--- src/logic/udf_defs.svh ---
`ifndef UDF_DEFS_SVH
`define UDF_DEFS_SVH
`define UDF_OFS_MCAST        12'h324
`define UDF_OFS_VLAN         12'h328
`define UDF_OFS_MACCTL       12'h330
`define UDF_OFS_FRAME        12'h340
`define UDF_OFS_STATUS       12'h344
`define UDF_POL_EN_BIT       31
`define UDF_POL_PORTS_W      3
`define UDF_CTL_ALT_BO_BIT   7
`define UDF_CTL_LEN_CHK_BIT  3
`define UDF_CTL_FC_MODE_BIT  1
`define UDF_CTL_AGGR_BO_BIT  0
`define UDF_MACCTL_RESET     8'h0E
`define UDF_FC_ETYPE         16'h8808
`define UDF_FC_DA            48'h0180C2000001
`define UDF_LEN_LIMIT        16'h05DC
`endif

--- src/logic/udf_pkg.sv ---
package udf_pkg;
   typedef struct packed {
      logic       fwd_en;
      logic [2:0] ports;
   } udf_policy_type;
   typedef enum logic [1:0] {UDF_NONE, UDF_VLAN, UDF_UCAST, UDF_MCAST} udf_cat_type;
endpackage

--- src/logic/udf_ctrl.sv ---
// Overview of operation
// multicast forward enable bit 31 gates forwarding
// multicast select bits 2..0 pick ports 3..1
// vlan forward enable bit 31 gates forwarding
// vlan select bits 2..0 pick ports 3..1
// alternate back-off bit 7, half duplex only
// software sets bit 7 with no-excess-collision drop
// length check bit 3 discards mismatched short frames
// drop mode set: drop on type or address
// drop mode clear: drop on type and address
// aggressive back-off bit 0, default off
// precedence: vlan, unicast, multicast
// policy bits 30..3 read zero, ignore writes
`timescale 1ns/1ps
`include "udf_defs.svh"
module udf_ctrl
(
   input  wire logic        clk,            // 20 MHz core clock
   input  wire logic        rst_n,          // sync reset, low
   input  wire logic        wb_cyc_i,       // wishbone cycle
   input  wire logic        wb_stb_i,       // wishbone strobe
   input  wire logic        wb_we_i,        // write enable
   input  wire logic [11:0] wb_adr_i,       // byte address
   input  wire logic [3:0]  wb_sel_i,       // byte lanes
   input  wire logic [31:0] wb_dat_i,       // write data
   output logic      [31:0] wb_dat_o,       // read data
   output logic             wb_ack_o,       // acknowledge
   input  wire logic        half_duplex,    // port in half duplex
   input  wire logic        uc_unknown,     // unknown unicast seen
   input  wire logic [2:0]  uc_ports,       // unicast policy ports
   input  wire logic        uc_fwd_en,      // unicast policy enable
   output logic      [2:0]  fwd_ports,      // flood ports 3..1
   output logic             fwd_valid,      // a policy applied
   output logic             alt_backoff,    // alternate back-off active
   output logic             aggr_backoff,   // aggressive back-off active
   output logic             frame_drop      // evaluated frame is dropped
);

   //////////////////////////////////////////////////////////////////////////////
   udf_pkg::udf_policy_type mcast;
   udf_pkg::udf_policy_type next_mcast;
   udf_pkg::udf_policy_type vlan;
   udf_pkg::udf_policy_type next_vlan;
   logic [7:0]              macctl;
   logic [7:0]              next_macctl;
   logic [31:0]             frame;          // [31]mc [30]vid [15:0]type/len
   logic [31:0]             next_frame;
   logic [15:0]             frame_len;
   logic [15:0]             next_frame_len;
   logic [47:0]             frame_da;
   logic [47:0]             next_frame_da;
   logic                    next_ack;
   logic [31:0]             next_rdata;
   logic [2:0]              next_fwd_ports;
   logic                    next_fwd_valid;
   logic                    next_drop;
   logic                    wr;
   logic                    is_type;
   logic                    is_da;
   logic                    len_bad;
   udf_pkg::udf_cat_type    cat;

   // write lands on the edge where the master samples ack high, never earlier
   assign wr = wb_cyc_i && wb_stb_i && wb_we_i && wb_ack_o;

   //////////////////////////////////////////////////////////////////////////////
   // register file; frame descriptor registers let software drive the classifier
   always_comb
   begin
      next_mcast     = mcast;
      next_vlan      = vlan;
      next_macctl    = macctl;
      next_frame     = frame;
      next_frame_len = frame_len;
      next_frame_da  = frame_da;
      next_ack       = wb_cyc_i && wb_stb_i && !wb_ack_o;
      next_rdata     = 32'h00000000;
      if (wr)
      begin
         unique case (wb_adr_i)
            `UDF_OFS_MCAST:
            begin
               if (wb_sel_i[3]) next_mcast.fwd_en = wb_dat_i[`UDF_POL_EN_BIT];
               if (wb_sel_i[0]) next_mcast.ports = wb_dat_i[2:0];
            end
            `UDF_OFS_VLAN:
            begin
               if (wb_sel_i[3]) next_vlan.fwd_en = wb_dat_i[`UDF_POL_EN_BIT];
               if (wb_sel_i[0]) next_vlan.ports = wb_dat_i[2:0];
            end
            `UDF_OFS_MACCTL:
               if (wb_sel_i[0]) next_macctl = wb_dat_i[7:0];
            `UDF_OFS_FRAME:
            begin
               if (wb_sel_i[0]) next_frame[7:0] = wb_dat_i[7:0];
               if (wb_sel_i[1]) next_frame[15:8] = wb_dat_i[15:8];
               if (wb_sel_i[2]) next_frame_len = wb_dat_i[31:16];
               if (wb_sel_i[3]) next_frame[31:30] = wb_dat_i[31:30];
            end
            `UDF_OFS_STATUS:
               if (wb_sel_i[0]) next_frame_da = {wb_dat_i[15:0], frame_da[47:16]};
            default:
               next_frame = frame;
         endcase
      end
      unique case (wb_adr_i)
         `UDF_OFS_MCAST:  next_rdata = {mcast.fwd_en, 28'h0000000, mcast.ports};
         `UDF_OFS_VLAN:   next_rdata = {vlan.fwd_en, 28'h0000000, vlan.ports};
         `UDF_OFS_MACCTL: next_rdata = {24'h000000, macctl};
         `UDF_OFS_FRAME:  next_rdata = {frame_len, frame[15:0]} | {frame[31:30], 30'h00000000};
         `UDF_OFS_STATUS: next_rdata = {25'h0, frame_drop, fwd_valid, aggr_backoff,
                                        alt_backoff, fwd_ports};
         default:         next_rdata = 32'h00000000;
      endcase
   end

   //////////////////////////////////////////////////////////////////////////////
   // classification and drop decision
   assign is_type = frame[15:0] == `UDF_FC_ETYPE;
   assign is_da   = frame_da == `UDF_FC_DA;
   assign len_bad = frame[15:0] < `UDF_LEN_LIMIT && frame_len != frame[15:0];

   always_comb
   begin
      if (frame[30])
         cat = udf_pkg::UDF_VLAN;
      else if (uc_unknown)
         cat = udf_pkg::UDF_UCAST;
      else if (frame[31])
         cat = udf_pkg::UDF_MCAST;
      else
         cat = udf_pkg::UDF_NONE;
      next_fwd_ports = 3'h0;
      next_fwd_valid = 1'b0;
      unique case (cat)
         udf_pkg::UDF_VLAN:
         begin
            next_fwd_valid = vlan.fwd_en;
            next_fwd_ports = vlan.fwd_en ? vlan.ports : 3'h0;
         end
         udf_pkg::UDF_UCAST:
         begin
            next_fwd_valid = uc_fwd_en;
            next_fwd_ports = uc_fwd_en ? uc_ports : 3'h0;
         end
         udf_pkg::UDF_MCAST:
         begin
            next_fwd_valid = mcast.fwd_en;
            next_fwd_ports = mcast.fwd_en ? mcast.ports : 3'h0;
         end
         udf_pkg::UDF_NONE:
         begin
            next_fwd_valid = 1'b0;
            next_fwd_ports = 3'h0;
         end
      endcase
      if (macctl[`UDF_CTL_FC_MODE_BIT])
         next_drop = is_type || is_da;
      else
         next_drop = is_type && is_da;
      if (macctl[`UDF_CTL_LEN_CHK_BIT] && len_bad)
         next_drop = 1'b1;
   end

   //////////////////////////////////////////////////////////////////////////////
   always_ff @(posedge clk)
   begin
      if (!rst_n)
      begin
         mcast        <= '0;
         vlan         <= '0;
         macctl       <= `UDF_MACCTL_RESET;
         frame        <= 32'h00000000;
         frame_len    <= 16'h0000;
         frame_da     <= 48'h000000000000;
         wb_ack_o     <= 1'b0;
         wb_dat_o     <= 32'h00000000;
         fwd_ports    <= 3'h0;
         fwd_valid    <= 1'b0;
         frame_drop   <= 1'b0;
         alt_backoff  <= 1'b0;
         aggr_backoff <= 1'b0;
      end
      else
      begin
         mcast        <= next_mcast;
         vlan         <= next_vlan;
         macctl       <= next_macctl;
         frame        <= next_frame;
         frame_len    <= next_frame_len;
         frame_da     <= next_frame_da;
         wb_ack_o     <= next_ack;
         wb_dat_o     <= next_rdata;
         fwd_ports    <= next_fwd_ports;
         fwd_valid    <= next_fwd_valid;
         frame_drop   <= next_drop;
         // back-off modes ignored in full duplex; R6 left to software
         alt_backoff  <= macctl[`UDF_CTL_ALT_BO_BIT] && half_duplex;
         aggr_backoff <= macctl[`UDF_CTL_AGGR_BO_BIT] && half_duplex;
      end
   end

endmodule

--- config.mk ---
export PLATFORM = sky130hd
export DESIGN_NAME = udf_ctrl
export DESIGN_NICKNAME = d
export VERILOG_FILES = /design/src/logic/udf_pkg.sv /design/src/logic/udf_ctrl.sv
export VERILOG_INCLUDE_DIRS = /design/src /design/src/logic
export SDC_FILE = /design/constraint.sdc
export NUM_CORES = 1
export LEC_CHECK = 0
export ABC_AREA = 0
export BUFFER_PORTS_ARGS = -buffer_cell sky130_fd_sc_hd__buf_2
export CAP_MARGIN = 40
export CORE_ASPECT_RATIO = 1.25
export CORE_UTILIZATION = 50
export DETAILED_ROUTE_END_ITERATION = 12
export GPL_ROUTABILITY_DRIVEN = 1
export PLACE_DENSITY = 0.73
export SLEW_MARGIN = 20
export SYNTH_ARGS = -nofsm -noshare
export SYNTH_HDL_FRONTEND = slang
export SYNTH_SLANG_ARGS = --single-unit
--- constraint.sdc ---
create_clock -name clk -period 3.48 [get_ports clk]
set_input_delay 0.174 -clock clk [delete_from_list [all_inputs] [get_ports clk]]
set_output_delay 0.174 -clock clk [all_outputs]
set_load 0.01 [all_outputs]
# --- Word level (Yosys, flattened, before mapping) ---
# Index checks and enable logic that the tools add are counted.
op_classes:
  n_addsub: 0
  multipliers: 0
  div: 0
  magnitude_cmp: 1
  eq_ne: 11
  shift: 0
  n_mux: 11
  bitwise: 1
  n_reduce_logical: 22
op_table:
  columns: ["operator", "n"]
  rows:
  - ["one-hot mux 32 bit (5 select lines)", 1]
  - ["equality test 12 x 10 -> 1 bit, second input constant", 5]
  - ["equality test 48 x 41 -> 1 bit, second input constant", 1]
  - ["OR 32 bit", 1]
  - ["AND reduction 3 bit", 10]
  - ["equality test 16 bit, second input constant", 1]
  - ["less-than comparator 16 x 11 -> 1 bit, second input constant", 1]
  - ["!= test 16 bit", 1]
  - ["one-hot mux 3 bit (4 select lines)", 1]
  - ["logical AND 1 bit", 9]
  - ["two-way mux 3 bit", 3]
  - ["two-way mux 2 bit", 3]
  - ["equality test 2 bit, second input constant", 2]
  - ["one-hot mux 1 bit (4 select lines)", 1]
  - ["equality test 2 x 1 -> 1 bit, second input constant", 1]
  - ["zero test 2 bit", 1]
  - ["two-way mux 1 bit", 2]
  - ["zero test 1 bit", 1]
  - ["logical OR 1 bit", 1]
word_totals:
  regBits: 138
  latch_bits: 0
  ramBits: 0
  rom_bits: 0
  input_bits: 59
  out_inout_bits: 40
  elab_cells: 63
  mem_count: 0

# --- Depth between registers and ports, before layout ---
# Gate-level depths: netlist of run 1.
depth:
  word_depth: 5
  mapped_depth: 7
  mapped_depth_nobuf: 5

# --- Worst setup path before layout of run 1 ---
# OpenSTA, ideal clock, no wires.
synth_path:
  kind: "register -> register"
  from: "register wb_ack_o"
  to: "register macctl[1]"
  setup_ns: 0.126
  arrival_time_ns: 1.828
  t_required_ns: 3.354
  path_slack_ns: 1.526
  path_stages_with_launch: 7
  path_buffers: 1
  period_less_slack_ns: 1.954
  cell_sequence: "dfxtp_1 > and4_1 > clkbuf_1 > nand2_1 > nor4_4 > mux2i_1 > nand2_1"
synth_via:
  elab_chain_cells: 2
synth_lines:
  columns: ["item", "line_no", "source"]
  rows:
  - ["start: declaration", "udf_ctrl.sv:27", "output logic wb_ack_o,"]
  - ["start signal: assignment", "udf_ctrl.sv:192", "wb_ack_o <= next_ack;"]
  - ["logical AND 1 bit", "udf_ctrl.sv:64", "assign wr = wb_cyc_i && wb_stb_i && wb_we_i && wb_ack_o;"]
  - ["AND reduction 3 bit (no source line)", null, null]
  - ["end signal: assignment", "udf_ctrl.sv:172", "macctl <= `UDF_MACCTL_RESET;"]
  - ["end signal: assignment", "udf_ctrl.sv:188", "macctl <= next_macctl;"]
  - ["end: declaration", "udf_ctrl.sv:44", "logic [7:0] macctl;"]
# No other way between the ends.
# A chain may end at the register's enable or synchronous reset.

# --- Worst setup path after layout of run 1 ---
layout_path:
  from: "register wb_ack_o"
  to: "register macctl[3]"
# The elaborated chain is that of the path after synthesis.

==> reports/results.ini, run 1 <==
[floorplanning]
die-area_um2=11630
num_io_pins=99
start_util_pct=52.22
num_rows=42
coreArea_um2=10720
die_x_um=96.64
fp.dieH_um=120.3

[synthesis]
ys_ff_latch=138
yosys_warnings=0
synth_area_per_cell_um2=9.804
netlist_area_um2=5598
yosys_most_used_dff=dfxtp_1
synth-edff-count=0
ys_seq_area_share_pct=49.35
syn-num-nets=630
synth.distinct_cells=49
synth_cells=571
async_reset_ff_share_pct=0

[timing]
finClkSkew_ps=6.233
rsz0062_at_grt=no
tightest_slew_ps=767.8
finalCritPeriodShare_pct=57.65
finalSetupViolCount=0
fin_tns_setup_ps=0
report.final.slew_viol_count=0
period_needed_ps=2006
timing.final.hold_violations=0
slew_headroom_pct=48.43
setup_slack_ps=1474
fmax_mhz=498.5

[power]
p_int_mw=2.781
pwr-share-comb_pct=3.1
clkPwrFrac_pct=51.9
switchingPower_mw=0.7367
leakage_nw=2.880
switching_share_pct=20.94
powerDensity_nw_per_um2=516.8
p_seq_share_pct=45.0
vdd_drop_max_mv=0.3291

[critical_path]
cp.required_ps=3770
worst_setup_path_start_kind=register
max_stage_delay_ps=680
worst_setup_path_end_kind=register
arrival_ps=2300
cpMostUsedCell=nand2_1
critPathTopFamily=simple AND/OR/NAND/NOR gates
path_class=register to register
cp_max_fo=10
crit_buf_inv=1
crit_path_cell_trace=and4_1, buf_4, nand2_1, nor4_4, mux2i_1, nand2_1
slowest_stage=nor4_4

[clock_tree]
cts_tree=built
post_cts.repair.setup_buffers=0
htreeDepth=4
ctsLongestPathBuffers=2
ctsResizeCount=0
cts_root_buffer=clkbuf_16
clkTransAtPathRegs_ps=60
cts.sinks=138
cts_made_buffers=17
hold_buffers=0
clk_latency_ps=410

[grt]
antenna_found_initial=0
grt_max_degree=61
grt_pass1_wl_mm=21.30
overflow=0
grt_pass1_vias=4368
grt.total_usage_pct=23.21

[hold_path]
min-delay-path-class=primary input to register

[routing]
drt_iter0_markers=169
drcViolationCount=0
vias=4420
vias_per_cell=5.470
drtAntennaViolNets=0
firstDrtPassIters=5
wl_mm=12.90
wire_per_inst_um=15.97

[placement]
hpwl_mm=9.077
dp_slack_ps=1057
dp.cells=775
port_buffers=98
gp_congestion=0.8572

[status]
status=finished, final reports clean

[final_layout]
drive_gt1_share_pct=23.52
nNetsFinal=722
final_cells=808
syn2layout_area_growth_pct=21.59
final_util_pct=63.49
fill_cells=892
n_antenna_cell=0

[run]
cap_violations=0

## power by group through the flow
| stage | Clock [mW] | Combinational [mW] | Sequential (mW) |
|---|---|---|---|
| floorplan | 0 | 0.0463 | 1.62 |
| global placement | 0 | 0.103 | 1.62 |
| detailed placement | 0 | 0.105 | 1.62 |
| CTS | 1.85 | 0.106 | 1.58 |
| global route | 1.93 | 0.116 | 1.58 |
| finish | 1.83 | 0.108 | 1.58 |
## final cells by class
class / instances / area, µm² / area share [%]
clock buffer: 18 / 439.2 / 6.452
clock inverter: 14 / 172.7 / 2.537
inverter: 1 / 3.754 / 0.05515
multi-input combinational: 399 / 2703 / 39.71
sequential: 138 / 2763 / 40.59
tap: 132 / 165.2 / 2.426
timing repair buffer: 106 / 560.5 / 8.235
## layer usage
metal  vias up  wire [µm]  GRT usage (%)
li1       2171          -              -
met5         -          0              0
met2       100       6651          39.66
met3        18        488          6.069
met1      2131       5570          27.30
met4         0        192          10.45
## cells by family after synthesis
group,share of synthesized area [%]
simple gates,25.21
flops,49.35
compound gates,9.924
mux,10.17
buf+inv,2.660
xor+xnor,2.503
fa+ha+maj,0.1788
## synth_stat cells (all sizes together) (7+ instances only)
cell type / n / area (µm²)
buf: 9 / 55.05
nand2: 110 / 412.9
mux2i: 49 / 490.5
nor4: 14 / 115.1
nor2b: 50 / 312.8
a21boi: 52 / 390.4
xor2: 16 / 140.1
dfxtp: 138 / 2763
clkbuf: 24 / 90.09
and3: 26 / 162.7
nor4b: 10 / 108.9
mux2: 7 / 78.83
## metrics by stage
stage               instance area, µm²  hold WS (ps)  power [mW]
global route                      6807         14.04       3.626
floorplan                         5598         302.4       1.665
CTS                               6787         4.010       3.544
detailed placement                6175         436.6       1.723
global placement                  6162         428.3       1.721
finish                            6807         11.54       3.518
## flip-flops by register name, summed over array words and instances, names as in the netlist
name / count
mcast: 4
frame_da: 48
aggr_backoff: 1
frame: 18
vlan: 4
frame_len: 16
fwd_ports: 3
alt_backoff: 1
wb_ack_o: 1
frame_drop: 1
macctl: 8
wb_dat_o: 32
fwd_valid: 1
## worst paths after layout
path / from / end / slack, ps / depth (start not counted)
min reg2reg: frame_da[9] / frame_da[9] / 460 / 2
max: wb_ack_o / macctl[3] / 1470 / 6
min: wb_dat_i[10] / frame_da[42] / 10 / 3
max reg2reg: wb_ack_o / macctl[3] / 1470 / 6
## worst min-delay path, cell delays in order
cell,delay (ps)
buf_2,110
nand2_1,50
a21boi_1,50
## layout by cell type (no fill, tap or decap), types with 7 or more instances in the layout
| cell | n |
|---|---|
| dfxtp_1 | 138 |
| nand2_1 | 110 |
| buf_2 | 99 |
| nor2b_1 | 50 |
| mux2i_1 | 49 |
| a21boi_0 | 32 |
| and3_1 | 26 |
| a21boi_1 | 20 |
| clkbuf_16 | 17 |
| xor2_1 | 16 |
| nor4_1 | 11 |
| nor4b_1 | 8 |
| mux2_2 | 7 |
No activity file was read; power rests on OpenSTA's default activity.
==> inputs of run 2 (changes only) <==
Clock period 3.48 ns to 2.1 ns, I/O delays scaled along.
==> run 2 against run 1 <==
Sequential share of layout area down 2.4 points. Non-clock buffer count up 47. Hold slack worse by 3.4 ps. Utilization up 3.9 points. Register-to-register slack worse by 1200 ps. Die area unchanged. Worst setup slack worse by 1200 ps. Combinational power up 110%. Total power up 63%. First-iteration DRC count down 4.1%. Routed wire length up 10%. Critical path type unchanged. Largest power group unchanged.
==> reports/results.ini, run 2 (synthesis results as in run 1) <==
[floorplanning]
die-area_um2=11630  ; unchanged
num_io_pins=99  ; unchanged
start_util_pct=52.22  ; unchanged
num_rows=42  ; unchanged
fp.dieH_um=120.3  ; unchanged
die_x_um=96.64  ; unchanged
coreArea_um2=10720  ; unchanged

[clock_tree]
ctsLongestPathBuffers=2  ; unchanged
cts_tree=built
clkTransAtPathRegs_ps=60  ; about the same
ctsResizeCount=0  ; unchanged
cts.sinks=138  ; unchanged
cts_root_buffer=clkbuf_16
htreeDepth=4  ; unchanged
cts_made_buffers=17  ; unchanged
clk_latency_ps=420  ; about the same

[final_layout]
nNetsFinal=769  ; +6.5%
largest-register=frame_da
syn2layout_area_growth_pct=29.10
largest_registers=frame_da (48), wb_dat_o (32), frame (18)
mostFrequentLayoutCell=dfxtp_1
layout_common_cells=dfxtp_1 (138), nand2_1 (110), buf_2 (98)
n_antenna_cell=0  ; unchanged
largest_reg_flops=48  ; unchanged
final_cells=855  ; +5.8%
drive_gt1_share_pct=23.93  ; +0.41 points

[critical_path]
path_class=register to register
crit_start=frame[11]
cp.required_ps=2460  ; -1310 ps
crit_path_cell_trace=or4b_2, nor4b_1, maj3_1, a21o_1
max_stage_delay_ps=610  ; -70 ps
reg2reg_from=frame[11]
worst_setup_path_end_kind=register
slowest_stage=or4b_2
arrival_ps=2160  ; -140 ps
worst_setup_path_start_kind=register
cp_max_fo=6  ; -4

[routing]
drcViolationCount=0  ; unchanged
vias_per_cell=5.434  ; -0.67%
drtAntennaViolNets=0  ; unchanged
wire_per_inst_um=16.62  ; +4.1%
vias=4646  ; +5.1%
drt_iter0_markers=162  ; -4.1%
wl_mm=14.21  ; +10%
firstDrtPassIters=5  ; unchanged

[hold_path]
min_from=wb_dat_i[27]
min-delay-path-class=primary input to register

[timing]
tightest_slew_ps=543.2  ; -224.6 ps
fin_tns_setup_ps=0  ; unchanged
fmax_mhz=556.5  ; +12%
slew_headroom_pct=63.79  ; +15 points
finClkSkew_ps=8.564  ; +2.331 ps
timing.final.hold_violations=0  ; unchanged
finalSetupViolCount=0  ; unchanged
report.final.slew_viol_count=0  ; unchanged
period_needed_ps=1797  ; -209.1 ps
rsz0062_at_grt=no
finalCritPeriodShare_pct=85.57  ; +28 points

[grt]
grt_max_degree=49  ; -20%
grt.total_usage_pct=24.66  ; +1.5 points
grt_pass1_vias=4605  ; +5.4%
antenna_found_initial=0  ; unchanged
overflow=0  ; unchanged
grt_pass1_wl_mm=22.57  ; +6.0%

[run]
cap_violations=0  ; unchanged

[placement]
port_buffers=98  ; unchanged
dp.cells=791  ; +2.1%
gp_congestion=0.8391  ; -2.1%
hpwl_mm=9.604  ; +5.8%

[power]
vdd_drop_max_mv=0.4537  ; +38%
leakage_nw=3.073  ; +6.7%
powerDensity_nw_per_um2=793.6  ; +54%

[status]
status=finished, final reports clean

==> run 2: final timing paths <==
kind | end | slack (ps) | cells past startpoint
worst max-delay path | frame_drop | 300 | 4
worst min-delay path | frame_len[11] | 8 | 3
worst max register to register | frame_drop | 300 | 4
worst min register to register | frame_da[4] | 460 | 2
==> run 2: what timing repair did <==
item | 4_1_cts | 5_1_grt
buffers inserted | 0 | 0
endpoints found under the hold margin | 39 | 0
hold buffers | 32 | 0
==> run 2: through the flow <==
stage                     area (µm²)  power [mW]  worst slack [ps]  hold WS (ps)  utilization (%)
final                           7227       5.736             302.9         8.161            67.41
after global routing            7227       5.884             282.8         15.17            67.41
after CTS                       7227       5.754             310.3         6.527            67.41
after detailed placement        6327       2.860             157.5         368.5            59.02
after global placement          6327       2.858             198.7         360.8            59.02
after floorplan                 5598       2.758             146.3         233.4                -
==> run 2: report_power, final <==
part           switching (mW)  internal (mW)
Clock                    1.14           1.74
Sequential            0.00205           2.62
Combinational           0.102          0.127
Total                    1.25           4.49
==> run 2: cell type report <==
class | instances | area (µm²)
well taps | 132 | 165.2
clock inverters | 15 | 153.9
multi-input cells | 399 | 2695
clock buffers | 17 | 425.4
flip-flops and latches | 138 | 2763
fillers | 887 | 3493
repair buffers | 153 | 1021
inverters | 1 | 3.754
==> run 2: worst max-delay path: cells and delay by family (launching register included) <==
| kind | cells | cell delay [ps] |
|---|---|---|
| AOI/OAI and AO/OA | 1 | 100 |
| adders and majority gates | 1 | 230 |
| and+or+nand+nor | 2 | 940 |
| DFF | 1 | 470 |
==> run 2: layer usage <==
| metal | global-route usage [%] | part of all wire [%] |
|---|---|---|
| met1 | 28.34 | 42 |
| met2 | 43.84 | 52 |
| met5 | 0 | 0 |
| met3 | 5.665 | 4.0 |
| met4 | 10.45 | 2.2 |
==> inputs of run 3 (changes only) <==
Settings changed: CELL_PAD_IN_SITES_DETAIL_PLACEMENT from default to 2, CELL_PAD_IN_SITES_GLOBAL_PLACEMENT from default to 2, CORE_UTILIZATION 50 to 34, PLACE_DENSITY 0.73 to default, PLACE_DENSITY_LB_ADDON from default to 0.12.
==> run 3 against run 2 <==
Routed wire length up 27%. Design area up 0.87%. Total power down 3.0%. Clock skew down 1.5 ps. Die area up 46%. Sequential power about the same. Combinational power up 4%. Register-to-register slack better by 40 ps. Hold slack worse by 3.1 ps. Critical path type unchanged. Critical endpoint unchanged. Largest cell class unchanged.
==> reports/results.ini, run 3 (synthesis results as in run 1) <==
[status]
status=finished, final reports clean

[final_layout]
final_util_pct=45.18  ; -22 points
mostFrequentLayoutCell=dfxtp_1
largest-register=frame_da
largest_registers=frame_da (48), wb_dat_o (32), frame (18)
syn2layout_area_growth_pct=30.22
largest_reg_flops=48  ; unchanged
multi_input_area_um2=2695  ; unchanged
drive_gt1_share_pct=23.86  ; -0.072 points
layout_common_cells=dfxtp_1 (138), nand2_1 (110), buf_2 (98)
fill_cells=1812  ; +100%
register_area_um2=2763  ; unchanged
nNetsFinal=771  ; +0.26%

[floorplanning]
die_x_um=116.8  ; +21%
die-area_um2=16980  ; +46%
num_rows=52  ; +24%
coreArea_um2=16140  ; +51%
start_util_pct=34.69  ; -18 points
fp.dieH_um=145.5  ; +21%
num_io_pins=99  ; unchanged

[grt]
grt_pass1_wl_mm=29.24  ; +30%
antenna_found_initial=2  ; +2
grt_max_degree=49  ; unchanged
grt.total_usage_pct=23.03  ; -1.6 points
overflow=0  ; unchanged
grt_pass1_vias=5330  ; +16%

[routing]
firstDrtPassIters=6  ; +1
vias=4767  ; +2.6%
drcViolationCount=0  ; unchanged
wl_mm=18.11  ; +27%
drt_iter0_markers=180  ; +11%
wire_per_inst_um=19.31  ; +16%
vias_per_cell=5.082  ; -6.5%
drtAntennaViolNets=0  ; unchanged

[run]
cap_violations=0  ; unchanged

[timing]
tightest_slew_ps=501.8  ; -41.47 ps
holdWs_ps=5.024  ; -3.137 ps
rsz0062_at_grt=no
finClkSkew_ps=7.096  ; -1.468 ps
fin_tns_setup_ps=0  ; unchanged
period_needed_ps=1761  ; -36.19 ps
finalCritPeriodShare_pct=83.85  ; -1.7 points
finalSetupViolCount=0  ; unchanged
timing.final.hold_violations=0  ; unchanged
fmax_mhz=567.9  ; +2.1%
report.final.slew_viol_count=0  ; unchanged
slew_headroom_pct=66.08  ; +2.3 points

[critical_path]
worst_setup_path_end_kind=register
critical_path_depth=4  ; unchanged
max_stage_delay_ps=650  ; +40 ps
crit_buf_inv=0  ; unchanged
cp.required_ps=2460  ; about the same
slowest_stage=or4b_2
crit_path_cell_trace=or4b_2, nor4b_1, maj3_1, a21o_1
r2r-end=frame_drop
r2r_cells=4  ; unchanged
reg2reg_slack_ps=340  ; +40 ps
reg2reg_from=frame[1]
arrival_ps=2120  ; -40 ps
worst_setup_path_start_kind=register
critPathTopFamily=simple AND/OR/NAND/NOR gates
crit_start=frame[1]
cp_max_fo=4  ; -2
path_class=register to register
critPathCapture=frame_drop

[power]
powerDensity_nw_per_um2=763.2  ; -3.8%
vdd_drop_max_mv=0.5902  ; +30%
leakage_nw=3.086  ; +0.44%

[clock_tree]
clkTransAtPathRegs_ps=50  ; about the same
ctsResizeCount=0  ; unchanged
ctsLongestPathBuffers=2  ; unchanged
hold_buffers=27  ; -16%
post_cts.repair.setup_buffers=0  ; unchanged
cts_root_buffer=clkbuf_16
cts_tree=built
clk_latency_ps=420  ; about the same
htreeDepth=4  ; unchanged
cts_made_buffers=17  ; unchanged
cts.sinks=138  ; unchanged

[placement]
hpwl_mm=12.75  ; +33%
port_buffers=98  ; unchanged
gp_congestion=0.7628  ; -9.1%

[hold_path]
min-delay-path-class=primary input to register
hold_depth=3  ; unchanged

[run 3: layout make-up]
class                           instances  area share (%)
Multi-Input combinational cell        399           36.97
Inverter                                1         0.05149
Clock buffer                           26           6.986
Clock inverter                          2          0.1716
Antenna cell                            1         0.03433
Timing Repair Buffer                  155           14.18
Sequential cell                       138           37.90
Tap cell                              216           3.708
[run 3: through the flow]
step / setup slack [ps] / total power, mW / area, µm² / instances
2_1_floorplan: 146.3 / 2.758 / 5598 / 571
3_3_place_gp: 134.8 / 2.876 / 6490 / 881
3_5_place_dp: 16.39 / 2.882 / 6490 / 881
4_1_cts: 332.2 / 5.623 / 7282 / 936
5_1_grt: 247.5 / 5.767 / 7289 / 938
6_report: 339.1 / 5.563 / 7289 / 938
[run 3: worst min-delay path: stages]
cell and delay [ps]:
buf_2 110, mux2i_1 70, nor2b_1 100
[run 3: power breakdown]
part,switching [mW],internal (mW),total [mW]
combinational,0.111,0.128,0.239
clock,1.06,1.64,2.70
sequential,0.00242,2.62,2.62
[run 3: routing by layer]
layer	track usage, %	up-vias	part of all wire (%)
met1	25.66	2409	41
li1	-	2268	-
met3	4.248	23	2.3
met5	0	-	0.072
met4	7.532	2	1.5
met2	42.90	65	55
[run 3: worst min-delay path by stage]
stage	slack, ps	startpoint	endpoint
floorplan	230	wb_dat_i[2]	macctl[2]
global route	20	wb_dat_i[1]	frame_da[33]
CTS	0.4	wb_dat_i[30]	frame_len[14]
global placement	360	half_duplex	aggr_backoff
finish	5	wb_dat_i[30]	frame_len[14]
detailed placement	360	half_duplex	alt_backoff
